File: src/pkg/burst_ctrl_pkg.sv
// constants for the clock output burst / pseudorandom control block
// assumes a byte-wide register port with a 16-bit address
package burst_ctrl_pkg;
   // register offsets
   localparam logic [15:0] ADDR_GAP       = 16'h10d2;
   localparam logic [15:0] ADDR_REQUEST   = 16'h10d3;
   localparam logic [15:0] ADDR_ENABLE_AB = 16'h10d4;
   localparam logic [15:0] ADDR_ENABLE_C  = 16'h10d5;
   localparam logic [15:0] ADDR_RETIME    = 16'h10d6;
   localparam logic [15:0] ADDR_DRIVER_A  = 16'h10d7;
   localparam logic [15:0] ADDR_TRIG_CTRL = 16'h10e0;
   localparam logic [15:0] ADDR_STATUS    = 16'h10e1;
   // field positions
   localparam int REQ_MODE_BIT    = 6;
   localparam int RETIME_BIT      = 0;
   localparam int MUTE_BYPASS_BIT = 5;
   localparam int DRV_MODE_LSB    = 3;
   localparam int TRIG_SRC_BIT    = 0;
   localparam int TRIG_REG_BIT    = 1;
   // writable bits; everything else reads as zero
   localparam logic [7:0] MASK_REQUEST   = 8'h7f;
   localparam logic [7:0] MASK_ENABLE_C  = 8'h0f;
   localparam logic [7:0] MASK_RETIME    = 8'h01;
   localparam logic [7:0] MASK_DRIVER_A  = 8'h3f;
   localparam logic [7:0] MASK_TRIG_CTRL = 8'h03;
   localparam logic [7:0] RESET_VALUE    = 8'h00;
   // driver mode codes
   localparam logic [1:0] DRV_DIFF   = 2'h0;
   localparam logic [1:0] DRV_SE_A   = 2'h1;
   localparam logic [1:0] DRV_SE_SEP = 2'h2;
   // divider and sequence
   localparam int         DIV_RATIO_DEFAULT = 8;
   localparam int         CHANNELS          = 4;
   localparam logic [6:0] SEQ_SEED          = 7'h7f;

   typedef enum logic [1:0] {IDLE, BURST, GAP} burst_state_type;
endpackage : burst_ctrl_pkg

File: src/hdl/burst_channel.sv
// one divider output: burst gating, pseudorandom sequence or plain clock
// assumes cycle_tick marks the last clock of each divider output cycle
`timescale 1ns/1ps
`default_nettype none
module burst_channel
   import burst_ctrl_pkg::*;
(
   // clock and reset
   input  wire logic       clock,
   input  wire logic       reset_n,
   // divider timing
   input  wire logic       cycle_tick,
   input  wire logic       phase,
   // configuration
   input  wire logic       burst_en,
   input  wire logic       seq_en,
   input  wire logic       level_mode,
   input  wire logic [5:0] burst_len,
   input  wire logic [7:0] gap_len,
   // trigger
   input  wire logic       trig_level,
   input  wire logic       trig_rise,
   // result
   output logic            gate_out_q,
   output logic            busy
);
   burst_state_type state_q;
   logic [7:0]      cnt_q;
   logic            pending_q;
   logic [6:0]      lfsr_q;
   logic [5:0]      lfsr_low;
   logic            again;
   logic            start;

   // edge mode needs a remembered edge, level mode looks at the level
   assign again = level_mode ? trig_level : pending_q;
   assign start = cycle_tick && again && (burst_len != 6'h00)
                  && ((state_q == IDLE)
                      || (state_q == BURST && cnt_q == 8'h00
                          && gap_len == 8'h00)
                      || (state_q == GAP && cnt_q == 8'h00));
   assign busy     = (state_q != IDLE);
   assign lfsr_low = lfsr_q[5:0];

   // edge memory: a new edge in the start cycle wins over the clear
   always_ff @(posedge clock or negedge reset_n) begin
      if (!reset_n) begin
         pending_q <= 1'b0;
      end else if (!burst_en) begin
         pending_q <= 1'b0;
      end else if (trig_rise) begin
         pending_q <= 1'b1;
      end else if (start) begin
         pending_q <= 1'b0;
      end
   end

   // burst and gap sequencer, advanced once per divider cycle
   always_ff @(posedge clock or negedge reset_n) begin
      if (!reset_n) begin
         state_q <= IDLE;
         cnt_q   <= 8'h00;
      end else if (!burst_en) begin
         state_q <= IDLE;
         cnt_q   <= 8'h00;
      end else if (start) begin
         state_q <= BURST;
         cnt_q   <= {2'h0, burst_len} - 8'h01;
      end else if (cycle_tick) begin
         unique case (state_q)
            IDLE: begin
               cnt_q <= 8'h00;
            end
            BURST: begin
               if (cnt_q != 8'h00) begin
                  cnt_q <= cnt_q - 8'h01;
               end else if (gap_len != 8'h00) begin
                  state_q <= GAP;
                  cnt_q   <= gap_len - 8'h01;
               end else begin
                  state_q <= IDLE;
               end
            end
            GAP: begin
               if (cnt_q != 8'h00) begin
                  cnt_q <= cnt_q - 8'h01;
               end else begin
                  state_q <= IDLE;
               end
            end
         endcase
      end
   end

   // sequence generator, one bit per divider output cycle
   always_ff @(posedge clock or negedge reset_n) begin
      if (!reset_n) begin
         lfsr_q <= SEQ_SEED;
      end else if (!seq_en) begin
         lfsr_q <= SEQ_SEED;
      end else if (cycle_tick) begin
         lfsr_q <= {lfsr_q[5:0], lfsr_q[6] ^ lfsr_q[5]};
      end
   end

   // output select; registered so mode changes never glitch the pin
   always_ff @(posedge clock or negedge reset_n) begin
      if (!reset_n) begin
         gate_out_q <= 1'b0;
      end else if (seq_en) begin
         gate_out_q <= lfsr_q[6];
      end else if (burst_en) begin
         gate_out_q <= (state_q == BURST) && phase;
      end else begin
         gate_out_q <= phase;
      end
   end
endmodule : burst_channel
`default_nettype wire

File: src/hdl/clock_output_nshot_control.sv
// burst / pseudorandom control for the divider outputs of one channel
// assumes trigger and mute pins are asynchronous; register port is
// byte wide with read data valid one cycle after the read strobe
`timescale 1ns/1ps
`default_nettype none
module clock_output_nshot_control
   import burst_ctrl_pkg::*;
#(
   parameter int DIV_RATIO = DIV_RATIO_DEFAULT   // must be even and >= 8
)(
   // clock and reset
   input  wire logic        clock,
   input  wire logic        reset_n,
   // register port
   input  wire logic [15:0] addr,
   input  wire logic [7:0]  wdata,
   input  wire logic        wr,
   input  wire logic        rd,
   output logic      [7:0]  rdata_q,
   // asynchronous requests from the multifunction pins
   input  wire logic        multifunction_pins_trigger,
   input  wire logic        mute_request,
   // clock outputs
   output logic             output_pair_a_p_q,
   output logic             output_pair_a_n_q,
   output logic             divider_c_true_q,
   output logic             divider_c_complement_q
);
   localparam logic [7:0] DIV_LAST = 8'(DIV_RATIO - 1);
   localparam logic [7:0] DIV_HALF = 8'(DIV_RATIO / 2);

   logic [7:0] gap_q;
   logic [7:0] request_q;
   logic [7:0] enable_ab_q;
   logic [7:0] enable_c_q;
   logic [7:0] retime_q;
   logic [7:0] driver_a_q;
   logic [7:0] trig_ctrl_q;
   logic [7:0] div_cnt_q;
   logic       phase_q;
   logic       cycle_tick;
   logic [1:0] trig_sync_q;
   logic [1:0] mute_sync_q;
   logic       trig_src;
   logic       trig_rt_q;
   logic       trig_level;
   logic       trig_prev_q;
   logic       mute_q;
   logic [7:0] en_vec;
   logic [CHANNELS-1:0] ch_out;
   logic [CHANNELS-1:0] ch_busy;
   logic [7:0] status;
   logic [1:0] drv_mode;

   // register writes; reserved bits are masked so they stay zero
   always_ff @(posedge clock or negedge reset_n) begin
      if (!reset_n) begin
         gap_q       <= RESET_VALUE;
         request_q   <= RESET_VALUE;
         enable_ab_q <= RESET_VALUE;
         enable_c_q  <= RESET_VALUE;
         retime_q    <= RESET_VALUE;
         driver_a_q  <= RESET_VALUE;
         trig_ctrl_q <= RESET_VALUE;
      end else if (wr) begin
         unique case (addr)
            ADDR_GAP:       gap_q       <= wdata;
            ADDR_REQUEST:   request_q   <= wdata & MASK_REQUEST;
            ADDR_ENABLE_AB: enable_ab_q <= wdata;
            ADDR_ENABLE_C:  enable_c_q  <= wdata & MASK_ENABLE_C;
            ADDR_RETIME:    retime_q    <= wdata & MASK_RETIME;
            ADDR_DRIVER_A:  driver_a_q  <= wdata & MASK_DRIVER_A;
            ADDR_TRIG_CTRL: trig_ctrl_q <= wdata & MASK_TRIG_CTRL;
            default: ;
         endcase
      end
   end

   // status shows the block's own state
   assign status = {2'h0, trig_level, mute_q, ch_busy};

   // read data one cycle after the strobe, zero elsewhere
   always_ff @(posedge clock or negedge reset_n) begin
      if (!reset_n) begin
         rdata_q <= 8'h00;
      end else if (rd) begin
         unique case (addr)
            ADDR_GAP:       rdata_q <= gap_q;
            ADDR_REQUEST:   rdata_q <= request_q;
            ADDR_ENABLE_AB: rdata_q <= enable_ab_q;
            ADDR_ENABLE_C:  rdata_q <= enable_c_q;
            ADDR_RETIME:    rdata_q <= retime_q;
            ADDR_DRIVER_A:  rdata_q <= driver_a_q;
            ADDR_TRIG_CTRL: rdata_q <= trig_ctrl_q;
            ADDR_STATUS:    rdata_q <= status;
            default:        rdata_q <= 8'h00;
         endcase
      end else begin
         rdata_q <= 8'h00;
      end
   end

   // output divider: phase high for the first half of each cycle;
   // the tick sits in the low half so gating never cuts a pulse
   assign cycle_tick = (div_cnt_q == DIV_LAST);
   always_ff @(posedge clock or negedge reset_n) begin
      if (!reset_n) begin
         div_cnt_q <= 8'h00;
         phase_q   <= 1'b0;
      end else if (cycle_tick) begin
         div_cnt_q <= 8'h00;
         phase_q   <= 1'b1;
      end else begin
         div_cnt_q <= div_cnt_q + 8'h01;
         phase_q   <= (div_cnt_q + 8'h01) < DIV_HALF;
      end
   end

   // pin synchronisers
   always_ff @(posedge clock or negedge reset_n) begin
      if (!reset_n) begin
         trig_sync_q <= 2'h0;
         mute_sync_q <= 2'h0;
      end else begin
         trig_sync_q <= {trig_sync_q[0], multifunction_pins_trigger};
         mute_sync_q <= {mute_sync_q[0], mute_request};
      end
   end

   // trigger source: pin or register bit, optionally retimed to cycles
   assign trig_src   = trig_ctrl_q[TRIG_SRC_BIT] ? trig_ctrl_q[TRIG_REG_BIT]
                                                 : trig_sync_q[1];
   assign trig_level = retime_q[RETIME_BIT] ? trig_rt_q : trig_src;
   always_ff @(posedge clock or negedge reset_n) begin
      if (!reset_n) begin
         trig_rt_q   <= 1'b0;
         trig_prev_q <= 1'b0;
      end else begin
         if (cycle_tick) begin
            trig_rt_q <= trig_src;
         end
         trig_prev_q <= trig_level;
      end
   end

   // mute: normally taken only at a cycle boundary to avoid runts
   always_ff @(posedge clock or negedge reset_n) begin
      if (!reset_n) begin
         mute_q <= 1'b0;
      end else if (driver_a_q[MUTE_BYPASS_BIT] || cycle_tick) begin
         mute_q <= mute_sync_q[1];
      end
   end

   // per divider enables: burst at even bits, sequence at odd bits
   assign en_vec = {enable_c_q[3:0], enable_ab_q[3:0]};
   for (genvar i = 0; i < CHANNELS; i++) begin : g_ch
      burst_channel u_ch (
         .clock      (clock),
         .reset_n    (reset_n),
         .cycle_tick (cycle_tick),
         .phase      (phase_q),
         .burst_en   (en_vec[2*i]),
         .seq_en     (en_vec[2*i+1]),
         .level_mode (request_q[REQ_MODE_BIT]),
         .burst_len  (request_q[5:0]),
         .gap_len    (gap_q),
         .trig_level (trig_level),
         .trig_rise  (trig_level && !trig_prev_q),
         .gate_out_q (ch_out[i]),
         .busy       (ch_busy[i])
      );
   end
   assign divider_c_true_q       = ch_out[2];
   assign divider_c_complement_q = ch_out[3];

   // pair a driver mode; code 3 falls back to differential
   assign drv_mode = driver_a_q[DRV_MODE_LSB +: 2];
   always_ff @(posedge clock or negedge reset_n) begin
      if (!reset_n) begin
         output_pair_a_p_q <= 1'b0;
         output_pair_a_n_q <= 1'b0;
      end else if (mute_q) begin
         output_pair_a_p_q <= 1'b0;
         output_pair_a_n_q <= 1'b0;
      end else begin
         output_pair_a_p_q <= ch_out[0];
         unique case (drv_mode)
            DRV_SE_A:   output_pair_a_n_q <= ch_out[0];
            DRV_SE_SEP: output_pair_a_n_q <= ch_out[1];
            default:    output_pair_a_n_q <= !ch_out[0];
         endcase
      end
   end
endmodule : clock_output_nshot_control
`default_nettype wire

File: config.mk
export PLATFORM = sky130hd
export DESIGN_NAME = clock_output_nshot_control
export DESIGN_NICKNAME = d
export VERILOG_FILES = /design/src/pkg/burst_ctrl_pkg.sv /design/src/hdl/burst_channel.sv /design/src/hdl/clock_output_nshot_control.sv
export SDC_FILE = /design/constraint.sdc
export NUM_CORES = 1
export LEC_CHECK = 0
export BUFFER_PORTS_ARGS = -buffer_cell sky130_fd_sc_hd__buf_2
export CAP_MARGIN = 20
export CORE_ASPECT_RATIO = 0.6
export CORE_MARGIN = 1.5
export CORE_UTILIZATION = 46
export CTS_BUF_LIST = sky130_fd_sc_hd__clkbuf_8
export DETAILED_ROUTE_END_ITERATION = 7
export PLACE_DENSITY = 0.68
export SLEW_MARGIN = 20
export SYNTH_ARGS = -nofsm -noshare
export SYNTH_HDL_FRONTEND = slang
export SYNTH_SLANG_ARGS = --single-unit
File: constraint.sdc
create_clock -name clock -period 3.6 [get_ports clock]
set_clock_uncertainty 0.05 [all_clocks]
set_input_delay 0.54 -clock clock [delete_from_list [all_inputs] [get_ports clock]]
set_output_delay 0.54 -clock clock [all_outputs]
set_load 0.01 [all_outputs]
==> metrics.csv <==
stage,metric,value,unit
status,status,"complete, no violations",
floorplanning,pin_count,42,
synth,synth-edff-count,0,
placement,portBuffers,41,
floorplanning,rows,36,
worst_setup_path,critPathLaunchType,flip-flop,
cells_and_area,num_antenna_cells,0,
synth,yosysWarnings,0,
cells_and_area,final_common_cell,nand2_1,
floorplanning,die_w,172,um
clock_tree,cts_root_buf,clkbuf_8,
power_and_ir_drop,total_power,3.03,mW
floorplanning,dieHeight,105,um
cells_and_area,drive_gt1_share,19.5,%
cells_and_area,nNetsFinal,915,
worst_hold_path,worstHoldStart,multifunction_pins_trigger,
worst_setup_path,setup.worst_path.class,reg -> reg,
synth,async_flop_share,100,%
synth,synth_cell_types,85,
sta,hold_violations,0,
worst_hold_path,worstHoldPathType,in -> reg,
worst_setup_path,cp.required,3.89,ns
sta,slew_headroom,37.7,%
cells_and_area,final_cell_mix,"nand2_1, dfrtp_1, nor2_1, nand3_1, o21ai_0",
global_route,grt_pass1_wl,34600,um
power_and_ir_drop,pwr_density_cell,347,nW/um^2
sta,maxSlewViolCount,0,
sta,fmax,0.347,GHz
sta,rsz0062_at_grt,no,
placement,dp_hpwl,15300,um
global_route,grt_usage,25.2,%
worst_setup_path,critPathMaxFanout,15,
clock_tree,cts_tree,yes,
worst_setup_path,rrSetupSlack,0.71,ns
worst_setup_path,end_kind,flip-flop,
synth,synthTopCellsByArea,"dfrtp_1, dfstp_2, mux2_2, nand2_1, ha_1",
global_route,grt_antenna_before_repair,0,
clock_tree,clk_latency,0.46,ns
clock_tree,clkTransAtPathRegs,0.10,ns
flow_run,drv_cap,0,
drt,num_vias,6627,
power_and_ir_drop,power.leakage,3.88,nW
clock_tree,htreeDepth,4,
clock_tree,cts_setup_buffers,0,
clock_tree,clock_sinks,138,
synth,yosys_most_used_dff,dfrtp_1,
synth,synth.cell_area,7920,sq um
worst_hold_path,hold_end,trig_sync_q[0],
sta,setup_viol,0,
drt,routed_via_density,6.00,
worst_setup_path,arrival,3.18,ns
sta,period_minus_slack,2.89,ns
floorplanning,dieArea,18000,sq um
worst_hold_path,holdPathStages,1,
synth,synthesis.instances,831,
sta,finalSetupTns,0,ns
drt,drc,0,
drt,ant_nets,0,
clock_tree,ctsResizeCount,0,
synth,syn_area_per_cell,9.54,sq um
drt,routed_wl,21800,um
clock_tree,clock_path_buffers,2,
worst_setup_path,r2r_cells,9,
synth,synth_nets,882,
floorplanning,start_util,47.9,%
synth,synth_top_area_cell,dfrtp_1,
global_route,grt_pass1_vias,6153,
clock_tree,numCtsBuffers,17,
placement,gp_congestion,0.915,
global_route,grt-ovfl-total,0,
drt,drtIter0Drc,802,
worst_setup_path,r2r_start,request_q[0],
synth,synth_top_area_share,34.7,%
cells_and_area,area_growth,10.2,%
drt,avgRoutedWirePerCell,19.7,um
clock_tree,ctsHoldBuffers,1,
drt,first_pass_iters,5,
sta,fin_crit_sh,80.2,%
power_and_ir_drop,ir_drop,0.400,mV
sta,tightest_slew,0.928,ns
global_route,grt_max_degree,90,
floorplanning,core_area,16500,sq um
synth,yosysSeqAreaShare,44.0,%
synth,ys_ff_latch,138,
worst_setup_path,rr_endpoint,g_ch[1].u_ch.cnt_q[2],
layer usage:
metal	track usage (%)	routed length, um
met1	39.7	10700
met2	32.8	8600
met3	6.89	2180
met4	7.33	306
met5	0	0
registers in the layout (all words and copies together), names as in the netlist, 4 cells and up:
| register | count |
|---|---|
| enable_ab_q | 8 |
| rdata_q | 8 |
| g_ch.u_ch.lfsr_q | 28 |
| g_ch.u_ch.gate_out_q | 4 |
| request_q | 7 |
| g_ch.u_ch.cnt_q | 32 |
| gap_q | 8 |
| g_ch.u_ch.state_q | 8 |
| g_ch.u_ch.pending_q | 4 |
| driver_a_q | 6 |
| enable_c_q | 4 |
| div_cnt_q | 8 |
stage by stage:
step	cells	worst slack, ns	util (%)	instance area, sq um	hold slack, ns
3_3_place_gp	1072	0.846	50.2	8300	0.283
3_5_place_dp	1072	0.814	50.2	8300	0.294
6_report	1105	0.714	52.8	8730	0.137
5_1_grt	1105	0.530	52.8	8730	0.123
4_1_cts	1105	0.804	52.8	8730	0.122
2_1_floorplan	831	1.13	-	7920	0.194
cell usage after synthesis (5+ instances only):
cell type	number
a2bb2oi_1	7
xnor2_1	27
nand3_1	46
a21oi_1	38
a22oi_1	7
dfrtp_1	110
mux2_2	40
o21ai_0	45
nand2_1	115
nor2_1	58
o21a_1	6
o211ai_1	10
or3_1	6
o31ai_1	8
nor4_1	8
a31oi_1	9
nor3_1	11
a32oi_1	6
nor3b_1	7
nand4_1	5
dfstp_2	28
a22o_1	9
mux2i_1	11
ha_1	21
buf_2	6
and3_1	8
clkbuf_1	24
nand2b_1	7
xor2_1	12
o22ai_1	6
inv_1	39
where the power goes:
group	total, mW	switching [mW]	internal [mW]	leakage, nW
Sequential	1.56	0.00267	1.56	1.76
Combinational	0.0882	0.0638	0.0244	1.89
Clock	1.38	0.642	0.740	0.224
critical path, cell delays in order (launching register included):
cell       delay [ns]
dfrtp_1          0.51
inv_1            0.15
ha_1             0.24
nor3b_1          0.19
a211oi_2         0.45
o2111ai_1        0.18
buf_4            0.22
and3_1           0.33
a211o_1          0.28
and3_1           0.16
final cells by class:
class | instances | area (sq um)
Clock buffer | 20 | 275
Clock inverter | 12 | 149
Fill cell | 1547 | 7800
Inverter | 39 | 146
Multi-Input combinational cell | 617 | 4090
Sequential cell | 138 | 3490
Tap cell | 228 | 285
Timing Repair Buffer | 51 | 302
kinds of logic (layout without fill, tap and decap cells):
| family | Yosys count | count (layout) | synth area share (%) |
|---|---|---|---|
| flip-flops | 138 | 138 | 44.0 |
| AO/OA/AOI/OAI | 194 | 194 | 16.8 |
| buffers and inverters | 76 | 122 | 4.42 |
| multiplexers | 51 | 51 | 7.07 |
| AND/OR/NAND/NOR | 312 | 312 | 20.1 |
| XOR/XNOR | 39 | 39 | 4.31 |
| adder cells (fa/ha/maj) | 21 | 21 | 3.32 |
worst max path at each step:
stage / cells past startpoint / startpoint / to
final: 9 / request_q[0] / g_ch[1].u_ch.cnt_q[2]
after global routing: 9 / request_q[0] / g_ch[1].u_ch.cnt_q[7]
after CTS: 9 / request_q[0] / g_ch[1].u_ch.cnt_q[2]
after detailed placement: 6 / addr[11] / gap_q[6]
after global placement: 6 / addr[11] / trig_ctrl_q[1]
after floorplan: 6 / addr[11] / enable_c_q[0]
Power figures use the tool's default switching activity.
